File: src/nibble_core_pkg.sv
/*
  Constants and types for the nibble core transfer and skip block.
  Assumes a single instruction clock and an external decoder supplying op codes.
*/
package nibble_core_pkg;
  localparam int ACC_W = 4;
  localparam int X_W = 4;
  localparam int Y_W = 4;
  localparam int Z_W = 2;
  localparam int PTR_W = 10;
  localparam int PAGE_W = 7;
  localparam int PC_W = 14;
  localparam int STK_DEPTH = 8;
  localparam int STK_IDX_W = 3;
  localparam int D_W = 3;
  localparam int E_W = 8;
  localparam logic [PC_W-1:0] PC_RESET = 14'h0000;
  localparam logic [ACC_W-1:0] NIB_ZERO = 4'h0;

  typedef enum logic [3:0] {
    OP_NOP = 4'b0000,
    OP_B_TO_ACC = 4'b0001,
    OP_ACC_TO_B = 4'b0010,
    OP_Y_TO_ACC = 4'b0011,
    OP_ACC_TO_Y = 4'b0100,
    OP_BA_TO_E = 4'b0101,
    OP_E_TO_BA = 4'b0110,
    OP_ACC_TO_D = 4'b0111,
    OP_D_TO_ACC = 4'b1000,
    OP_Z_TO_ACC = 4'b1001,
    OP_IDX_TO_ACC = 4'b1010,
    OP_X_TO_ACC = 4'b1011,
    OP_RAM_XOR_X = 4'b1100,
    OP_TABLE_REF = 4'b1101,
    OP_CALL = 4'b1110,
    OP_RET = 4'b1111
  } op_t;
endpackage

File: src/return_stack_mem.sv
/*
  Return stack storage: eight entries of instruction counter width.
  Assumes the caller supplies a write strobe that is already gated by nullify.
*/
`timescale 1ns/100ps
module return_stack_mem (
  input wire logic mclk_i, // Core clock
  input wire logic we_i, // Write strobe
  input wire logic [nibble_core_pkg::STK_IDX_W-1:0] idx_i, // Entry select
  input wire logic [nibble_core_pkg::PC_W-1:0] wdata_i, // Entry to store
  output logic [nibble_core_pkg::PC_W-1:0] rdata_o // Selected entry
);
  import nibble_core_pkg::*;
  logic [PC_W-1:0] return_stack [STK_DEPTH];

  // Store on strobe
  always_ff @(posedge mclk_i) begin
    if (we_i) begin
      return_stack[idx_i] <= wdata_i;
    end
  end

  // Read selected entry
  assign rdata_o = return_stack[idx_i];
endmodule

File: src/nibble_cpu_transfer_skip.sv
/*
  Execution slice of a 4-bit core: pointers, return stack, register transfers and
  skip by nullification. Assumes the decoder gives one op per start pulse and
  that RAM read data for the ram pointer is valid during the op.
*/
`timescale 1ns/100ps
// Summary of operation
// - RAM pointer is Z, Y, X concatenated
// - 14-bit counter, 7-bit page and address
// - Eight 14-bit return entries, 3-bit index
// - Skip nullifies next instruction, no jump
// - Nullified instruction keeps its normal cycles
// - Nullified lookup or return takes one cycle
// - B and accumulator copy both ways
// - Y and accumulator copy both ways
// - B and accumulator written into E halves
// - Z into accumulator low, bit 3 cleared
// - Stack index into accumulator, bit 3 cleared
// - D transfers move accumulator bits 2-0 only
// - RAM load then X xor immediate
module nibble_cpu_transfer_skip (
  input wire logic mclk_i, // 40 MHz core clock
  input wire logic resetn_i, // Sync reset, active low
  input wire logic start_i, // New op presented
  input wire nibble_core_pkg::op_t op_i, // Op code
  input wire logic [3:0] imm_i, // Immediate j
  input wire logic [nibble_core_pkg::PC_W-1:0] target_i, // Call target
  input wire logic skip_i, // Skip condition met now
  input wire logic [1:0] cycles_i, // Normal cycle count, 1 to 3
  input wire logic [3:0] ram_rdata_i, // RAM word at pointer
  output logic busy_o, // Op in progress
  output logic done_o, // Op finished pulse
  output logic nullified_o, // Finished op was nullified
  output logic [nibble_core_pkg::PTR_W-1:0] ram_pointer_o, // RAM address
  output logic [nibble_core_pkg::PC_W-1:0] instruction_counter_o, // Program address
  output logic [3:0] acc_o, // Accumulator
  output logic [3:0] b_o, // Register B
  output logic [7:0] e_o, // Register E
  output logic [2:0] d_register_o, // Register D
  output logic [2:0] return_stack_index_o // Stack index
);
  import nibble_core_pkg::*;

  logic [ACC_W-1:0] acc_q, b_q, x_q, y_q;
  logic [Z_W-1:0] z_q;
  logic [E_W-1:0] e_q;
  logic [D_W-1:0] d_q;
  logic [STK_IDX_W-1:0] sp_q;
  logic [PAGE_W-1:0] pc_page_q, pc_addr_q;
  logic [PC_W-1:0] pc_d, stk_rdata;
  logic skip_pend_q, null_q, busy_q;
  logic [1:0] cnt_q;
  op_t op_q;
  logic [3:0] imm_q;
  logic [PC_W-1:0] target_q;
  logic last, exec, stk_we;
  logic [STK_IDX_W-1:0] stk_idx;
  logic [PC_W-1:0] pc_inc;

  assign instruction_counter_o = {pc_page_q, pc_addr_q};
  assign pc_inc = instruction_counter_o + 14'h0001;
  assign ram_pointer_o = {z_q, y_q, x_q};
  assign last = busy_q && (cnt_q == 2'h0);
  assign exec = last && !null_q;
  assign stk_we = exec && (op_q == OP_CALL);
  assign busy_o = busy_q;
  assign done_o = last;
  assign nullified_o = last && null_q;
  assign acc_o = acc_q;
  assign b_o = b_q;
  assign e_o = e_q;
  assign d_register_o = d_q;
  assign return_stack_index_o = sp_q;

  // push lands one above index, pop reads at it
  assign stk_idx = stk_we ? sp_q + 3'h1 : sp_q;

  return_stack_mem u_stack (
    .mclk_i(mclk_i),
    .we_i(stk_we),
    .idx_i(stk_idx),
    .wdata_i(pc_inc),
    .rdata_o(stk_rdata)
  );

  // Op capture and cycle counting
  always_ff @(posedge mclk_i) begin
    if (!resetn_i) begin
      busy_q <= 1'b0;
      cnt_q <= 2'h0;
      null_q <= 1'b0;
      op_q <= OP_NOP;
      imm_q <= 4'h0;
      target_q <= PC_RESET;
    end else if (start_i && !busy_q) begin
      busy_q <= 1'b1;
      op_q <= op_i;
      imm_q <= imm_i;
      target_q <= target_i;
      null_q <= skip_pend_q;
      // nullified lookup or return, one cycle
      if (skip_pend_q && (op_i == OP_TABLE_REF || op_i == OP_RET)) begin
        cnt_q <= 2'h0;
      end else begin
        cnt_q <= (cycles_i == 2'h0) ? 2'h0 : cycles_i - 2'h1;
      end
    end else if (last) begin
      busy_q <= 1'b0;
    end else if (busy_q) begin
      cnt_q <= cnt_q - 2'h1;
    end
  end

  // skip marks the next op for nullify
  always_ff @(posedge mclk_i) begin
    if (!resetn_i) begin
      skip_pend_q <= 1'b0;
    end else if (start_i && !busy_q) begin
      skip_pend_q <= 1'b0;
    end else if (exec && skip_i) begin
      skip_pend_q <= 1'b1;
    end
  end

  // Counter update: plus one, call, return
  always_comb begin
    pc_d = pc_inc;
    if (exec && op_q == OP_CALL) begin
      pc_d = target_q;
    end else if (exec && op_q == OP_RET) begin
      pc_d = stk_rdata;
    end
  end

  // nullified op still advances by one only
  always_ff @(posedge mclk_i) begin
    if (!resetn_i) begin
      pc_page_q <= PC_RESET[PC_W-1:PAGE_W];
      pc_addr_q <= PC_RESET[PAGE_W-1:0];
    end else if (last) begin
      pc_page_q <= pc_d[PC_W-1:PAGE_W];
      pc_addr_q <= pc_d[PAGE_W-1:0];
    end
  end

  // Stack index movement
  always_ff @(posedge mclk_i) begin
    if (!resetn_i) begin
      sp_q <= 3'h7;
    end else if (exec && op_q == OP_CALL) begin
      sp_q <= sp_q + 3'h1;
    end else if (exec && op_q == OP_RET) begin
      sp_q <= sp_q - 3'h1;
    end
  end

  // Accumulator transfers
  always_ff @(posedge mclk_i) begin
    if (!resetn_i) begin
      acc_q <= NIB_ZERO;
    end else if (exec) begin
      unique case (op_q)
        OP_B_TO_ACC: acc_q <= b_q;
        OP_Y_TO_ACC: acc_q <= y_q;
        OP_E_TO_BA: acc_q <= e_q[3:0];
        OP_D_TO_ACC: acc_q[2:0] <= d_q;
        OP_Z_TO_ACC: acc_q <= {1'b0, acc_q[2], z_q};
        OP_IDX_TO_ACC: acc_q <= {1'b0, sp_q};
        OP_X_TO_ACC: acc_q <= x_q;
        OP_RAM_XOR_X: acc_q <= ram_rdata_i;
        default: acc_q <= acc_q;
      endcase
    end
  end

  // B, Y, E, D and X updates
  always_ff @(posedge mclk_i) begin
    if (!resetn_i) begin
      b_q <= NIB_ZERO;
      y_q <= NIB_ZERO;
      x_q <= NIB_ZERO;
      z_q <= 2'h0;
      e_q <= 8'h00;
      d_q <= 3'h0;
    end else if (exec) begin
      if (op_q == OP_ACC_TO_B) begin
        b_q <= acc_q;
      end
      if (op_q == OP_ACC_TO_Y) begin
        y_q <= acc_q;
      end
      if (op_q == OP_BA_TO_E) begin
        e_q <= {b_q, acc_q};
      end
      if (op_q == OP_E_TO_BA) begin
        b_q <= e_q[7:4];
      end
      if (op_q == OP_ACC_TO_D) begin
        d_q <= acc_q[2:0];
      end
      if (op_q == OP_RAM_XOR_X) begin
        x_q <= x_q ^ imm_q;
      end
    end
  end
endmodule

File: config.mk
export PLATFORM = sky130hd
export DESIGN_NAME = nibble_cpu_transfer_skip
export DESIGN_NICKNAME = d
export VERILOG_FILES = /design/src/nibble_core_pkg.sv /design/src/return_stack_mem.sv /design/src/nibble_cpu_transfer_skip.sv
export SDC_FILE = /design/constraint.sdc
export NUM_CORES = 1
export LEC_CHECK = 0
export ABC_AREA = 1
export BUFFER_PORTS_ARGS = -buffer_cell sky130_fd_sc_hd__buf_2
export CORE_ASPECT_RATIO = 1.5
export CORE_UTILIZATION = 50
export CTS_BUF_LIST = sky130_fd_sc_hd__clkbuf_8
export DETAILED_ROUTE_END_ITERATION = 10
export PLACE_DENSITY = 0.69
export SKIP_LAST_GASP = 1
export SYNTH_ARGS = -nofsm -noshare
export SYNTH_HDL_FRONTEND = slang
export SYNTH_SLANG_ARGS = --single-unit
File: constraint.sdc
create_clock -name mclk_i -period 3.9 [get_ports mclk_i]
set_input_delay 0.195 -clock mclk_i [delete_from_list [all_inputs] [get_ports mclk_i]]
set_output_delay 0.195 -clock mclk_i [all_outputs]
set_load 0.01 [all_outputs]
### Word level (Yosys, flattened, before mapping)

Memories as Yosys holds them, arrays and structs flattened.
Index checks and enable logic that the tools add are counted.

* add/subtract/negate cells: 5
* multipliers: 0
* div/mod/pow operators: 0
* order comparisons: 0
* eq/ne operators: 17
* shift-type cells: 0
* mux-type cells: 18
* bitwise logic cells: 3
* reduce and logical (&&, ||, !) cells: 31

Operators with widths (count)
* $eq 4x4->1 const B: 9
* $mux 14: 2
* $pmux 3 s8: 1
* $eq 4x3->1 const B: 4
* $reduce_and 2->1: 8
* $add 14x1->14 const B: 1
* $mux 2: 5
* $mux 3: 3
* $eq 4x2->1 const B: 2
* $logic_and 1x1->1: 8
* $mux 4: 2
* $reduce_bool 2->1: 4
* $reduce_bool 8->1: 1
* $reduce_bool 7->1: 1
* $pmux 1 s6: 1
* $reduce_bool 6->1: 1
* $eq 4x1->1 const B: 1
* $logic_not 2->1: 2
* $mux 1: 4
* $reduce_or 2->1: 2
* $sub 2x1->2 const B: 2
* $xor 4x4->4: 1
* $add 3x1->3 const B: 1
* $reduce_and 3->1: 1
* other kinds (5): 7

* register bits: 71
* bits in latches: 0
* memory bits (writable): 112
* ROM bits: 0
* bits of input ports: 32
* output and inout port bits: 49
* word-level logic and storage cells: 93
* memories: 1

Memories
* u_stack.return_stack: words 8, width 14, read ports 1, clocked after memory_dff 0, wr ports 1, RTL line return_stack_mem.sv:14 `logic [PC_W-1:0] return_stack [STK_DEPTH];`

### Depth between registers and ports, before layout

An unclocked memory read counts as a cell.

* depth in word-level cells: 8
* depth in mapped cells: 20
* gate-level depth less buffers: 17

### Modules after synthesis

A second synthesis with hierarchy kept.

* cell total of the unflattened synthesis: 1025
* area total of the unflattened synthesis: 8464.4 um^2

By module, submodules not included
* return_stack_mem: instances 1, cells an instance 468, area each 4775.8 um^2
* nibble_cpu_transfer_skip: instances 1, cells an instance 557, area each 3688.5 um^2

### Least setup slack after synthesis

OpenSTA, ideal clock, no wires.

* kind: register to register
* from: register cnt_q[0]
* to: memory u_stack.return_stack[4][0], enable pin
* setup time: 0.384 ns
* arrival time: 2.828 ns
* data required time: 3.516 ns
* path slack: 0.688 ns
* cell stages (with the launch flop): 14
* period minus slack after synthesis: 3.212 ns
* cells stage by stage: dfxtp_1 > inv_1 > ha_1 > nand2_4 > nor2_4 > nand2_4 > clkbuf_8 > buf_2 > ha_1 > inv_1 > buf_2 > buf_1 > nand2_1 > nor2_1

* word-level cells in the longest chain between the ends: 6
* elaborated cells between the ends (all ways): 7

RTL lines
* from (decl): RTL line nibble_cpu_transfer_skip.sv:52 `logic [1:0] cnt_q;`
* from (signal assigned): RTL line nibble_cpu_transfer_skip.sv:105 `cnt_q <= (cycles_i == 2'h0) ? 2'h0 : cycles_i - 2'h1;`
* from (signal assigned): RTL line nibble_cpu_transfer_skip.sv:110 `cnt_q <= cnt_q - 2'h1;`
* $logic_not 2->1 *: RTL line nibble_cpu_transfer_skip.sv:63 `assign last = busy_q && (cnt_q == 2'h0);`
* $logic_and 1x1->1 *: RTL line nibble_cpu_transfer_skip.sv:63
* $logic_and 1x1->1 *: RTL line nibble_cpu_transfer_skip.sv:64 `assign exec = last && !null_q;`
* $logic_and 1x1->1 *: RTL line nibble_cpu_transfer_skip.sv:65 `assign stk_we = exec && (op_q == OP_CALL);`
* $mux 1: RTL line return_stack_mem.sv:18 `if (we_i) begin`
* $mux 1 (implied by the code): RTL line return_stack_mem.sv:19 `return_stack[idx_i] <= wdata_i;`
* to (decl): RTL line return_stack_mem.sv:14

Every way passes the cells marked *; elsewhere a longest branch is shown, timed or not.

### Worst setup path after layout

* from: register cnt_q[0]
* to: register pc_page_q[4]

* word-level cells in the longest chain between the ends: 8
* elaborated cells between the ends (all ways): 9

RTL lines
* $logic_not 2->1 *: RTL line nibble_cpu_transfer_skip.sv:63
* $logic_and 1x1->1 *: RTL line nibble_cpu_transfer_skip.sv:63
* $logic_and 1x1->1: RTL line nibble_cpu_transfer_skip.sv:64
* $logic_and 1x1->1: RTL line nibble_cpu_transfer_skip.sv:65, nibble_cpu_transfer_skip.sv:128
* $mux 3: RTL line nibble_cpu_transfer_skip.sv:76 `assign stk_idx = stk_we ? sp_q + 3'h1 : sp_q;`
* $mem_v2 8x14
* $mux 14: RTL line nibble_cpu_transfer_skip.sv:130 `end else if (exec && op_q == OP_RET) begin`
* $mux 14: RTL line nibble_cpu_transfer_skip.sv:128 `if (exec && op_q == OP_CALL) begin`
* to (signal assigned): RTL line nibble_cpu_transfer_skip.sv:138 `pc_page_q <= PC_RESET[PC_W-1:PAGE_W];`
* to (signal assigned): RTL line nibble_cpu_transfer_skip.sv:141 `pc_page_q <= pc_d[PC_W-1:PAGE_W];`
* to (decl): RTL line nibble_cpu_transfer_skip.sv:49 `logic [PAGE_W-1:0] pc_page_q, pc_addr_q;`

Marked as above.
A chain may end at the register's enable or synchronous reset.

==> key figures <==
Yosys
  • Synth Flop Type: edfxtp_1
  • Post-synthesis sequential area ratio: 57.6%
  • Cell count after synthesis: 931
  • Commonest cells in the synthesized netlist: nand2_1, edfxtp_1, nor2_1
  • Syn avg cell area: 8.92 µm²
  • Yosys reg bits: 183
  • EDFF count, synth: 112
  • Synth area leader: edfxtp_1
  • Synth Warn #: 0
  • FFs w/ async S/R, synth: 0%
  • Top cells by area, synth: edfxtp_1, dfxtp_1, nand2_1, o21ai_0, nor2_1
  • Synth top area share: 40.5%
  • Most numerous cell in the Yosys netlist: nand2_1
  • Mapped Area: 8300 µm²
  • Cell variety after synth: 42

Status
  • Status: finished clean

Clock tree
  • CTS buffer count: 17
  • CTS tree: built
  • H-tree depth: 4
  • Reg clk slew, reported paths: 90 ps
  • Clock Latency Late Sink: 450 ps
  • PostCTS Resize Cnt: 0
  • CTS root buf: clkbuf_8
  • Clk sinks: 183
  • Longest Clk Path Bufs: 2

STA
  • Hold Vio Cnt, Final: 0
  • Slew @ Worst Pin: 936 ps
  • Slew Limit Headroom: 37.1%
  • Min Tclk post-route: 2900 ps
  • F_max: 345 MHz
  • Fin crit share: 74.3%
  • Sum of negative setup slack: 0 ps
  • Final Max Tran Viols: 0
  • # setup viols final: 0
  • Clk_skew: 13.5 ps
  • RSZ-0062 raised after global routing: no

Critical path
  • FF-to-FF path depth: 15
  • Worst stage delay on the critical path: 510 ps
  • Critical path cell sequence: inv_1, ha_1, nand2_4, nor2_4, nand2_4, ha_2, buf_4, nand2_1, nand2_1, nand3_1, nand2_1, nand2_1, nand3_1, nand3_1, a21oi_1
  • Worst reg2reg setup slack: 1000 ps
  • Worst setup EP type: register
  • Worst Setup SP: cnt_q[0]
  • Worst Path Arrival: 3270 ps
  • Top cell by count, worst path: nand2_1
  • WP data required: 4270 ps
  • Worst-path maximum fanout: 57
  • WS Path Type: reg -> reg
  • Startpoint types: register
  • Crit path max-delay cell type: buf_4
  • Reg2reg end: pc_page_q[4]
  • FF-to-FF Start: cnt_q[0]

Detailed routing
  • DRT Wirelength: 21800 µm
  • Vias/cell: 5.38
  • Antenna viol nets, final: 0
  • DR iter-0 viols: 358
  • Drt pass-1 iters: 5
  • Routed WL per cell: 17.6 µm
  • Drt drc: 0
  • Via count: 6681

Floorplanning
  • IO Count: 81
  • Chip Height: 160 µm
  • Die W: 107 µm
  • Die area: 17100 µm²
  • Starting density of the core: 51.3%
  • Rows: 57
  • Core area: 16200 µm²

Placed design
  • Placed Cells: 1200
  • Placed inst area: 8870 µm²
  • Post-DP HPWL: 15600 µm
  • IO buf count: 78
  • GPL Wtd Cong: 0.904

GRT
  • Total grt overflow: 0
  • Total GRT Usage: 26.5%
  • First-pass GRT wire length: 34000 µm
  • Initial antenna violation count: 0
  • Vias in the first global route: 6512
  • Largest net degree at the start of global routing: 62

Cells and area
  • ANT cells: 0
  • Final core occ: 58.2%
  • Layout Cells excl Fill: 1241
  • Layout Nets: 1060
  • Share of cells above drive strength 1: 14.2%
  • P&R area growth vs syn: 13.5%
  • Post-route cell area: 9420 µm²

Hold path
  • Hold Crit Class: in -> reg
  • Worst hold path depth: 3
  • End of the worst hold path: target_q[0]
  • HP Start: target_i[0]

Pwr
  • Leak pwr: 0.00420 µW
  • Cell area power density: 411 nW/µm²
  • Maximum vdd drop: 248 µV
  • Tot Pwr: 3870 µW

Job
  • Max-cap violations: 0
[cell usage in the layout, fill, tap and decap left out, types with 2 or more instances in the layout]
cell type	n
o22ai_1	6
o21bai_1	5
a31oi_1	6
nand3_1	54
inv_1	79
edfxtp_1	112
nand3b_1	2
nand2_1	295
bufinv_16	5
buf_4	21
dfxtp_1	71
nand4_1	4
conb_1	2
nand2_2	2
xor2_1	6
buf_2	78
ha_1	5
nand2_4	9
o21ai_1	3
dlygate4sd3_1	9
mux2i_1	8
a21oi_1	47
o21ai_0	78
o221ai_1	2
clkbuf_8	19
nor3_1	5
a221oi_1	2
nor2_1	81
nor2_4	2
[critical path: cells and delay by family, from the launching register on]
family                   cells  cell delay [ps]
AO/OA/AOI/OAI                1              120
adder cells (fa/ha/maj)      2              530
buffers and inverters        2              590
flip-flops                   1              310
AND/OR/NAND/NOR             10             1240
[routing by layer]
layer,up-vias,global-route usage (%),part of all wire [%]
met5,-,0,0
met4,0,13.1,4.1
met3,59,4.41,4.5
met2,214,49.3,55
met1,3148,28.4,37
li1,3260,-,-
[sequential cells by signal, indices dropped and copies added (netlist names)]
signal	count
d_register_o	3
pc_addr_q	7
acc_o	4
imm_q	4
return_stack_index_o	3
busy_o	1
pc_page_q	7
b_o	4
null_q	1
skip_pend_q	1
x_q	4
op_q	4
y_q	4
e_o	8
target_q	14
cnt_q	2
u_stack.return_stack	112
[cells by family after synthesis]
kind of cell             share of synthesized area [%]
other                                           0.0452
AO/OA/AOI/OAI                                     9.78
multiplexers                                     0.965
flip-flops                                        57.6
AND/OR/NAND/NOR                                   23.6
buffers and inverters                             6.42
adder cells (fa/ha/maj)                          0.904
XOR/XNOR                                         0.633
[layout make-up]
class,count,area (µm²)
inverter,77,289
multi-input combinational,635,2990
clock inverter,13,204
sequential,183,4780
fill,1413,6770
timing repair buffer,108,638
tap,206,258
clock buffer,19,262
[worst max path at each step]
| stage | slack (ps) | to | depth (start not counted) |
|---|---|---|---|
| after floorplan | 690 | u_stack.return_stack[4][0] | 13 |
| after global placement | 1050 | u_stack.return_stack[3][11] | 10 |
| after detailed placement | 1000 | u_stack.return_stack[3][11] | 10 |
| after CTS | 970 | u_stack.return_stack[3][6] | 10 |
| after global routing | 750 | u_stack.return_stack[3][6] | 10 |
| final | 1000 | pc_page_q[4] | 15 |
[report_power, final]
part | internal (µW) | switching, µW | leakage (µW)
combinational | 86.9 | 177 | 0.00233
sequential | 2100 | 36.5 | 0.00163
clock | 799 | 680 | 0.000243
total | 2980 | 893 | 0.00420
[per-stage QoR]
step                      worst slack [ps]  hold WS, ps
after CTS                              970         1.92
after global placement                1050          445
after floorplan                        688          346
after global routing                   754         7.14
after detailed placement              1000          451
final                                 1000         16.7
[repair_timing]
item,in CTS,in global routing
endpoints found under the hold margin,9,0
hold buffers,9,0
setup buffers,0,0
Power figures use the tool's default switching activity.
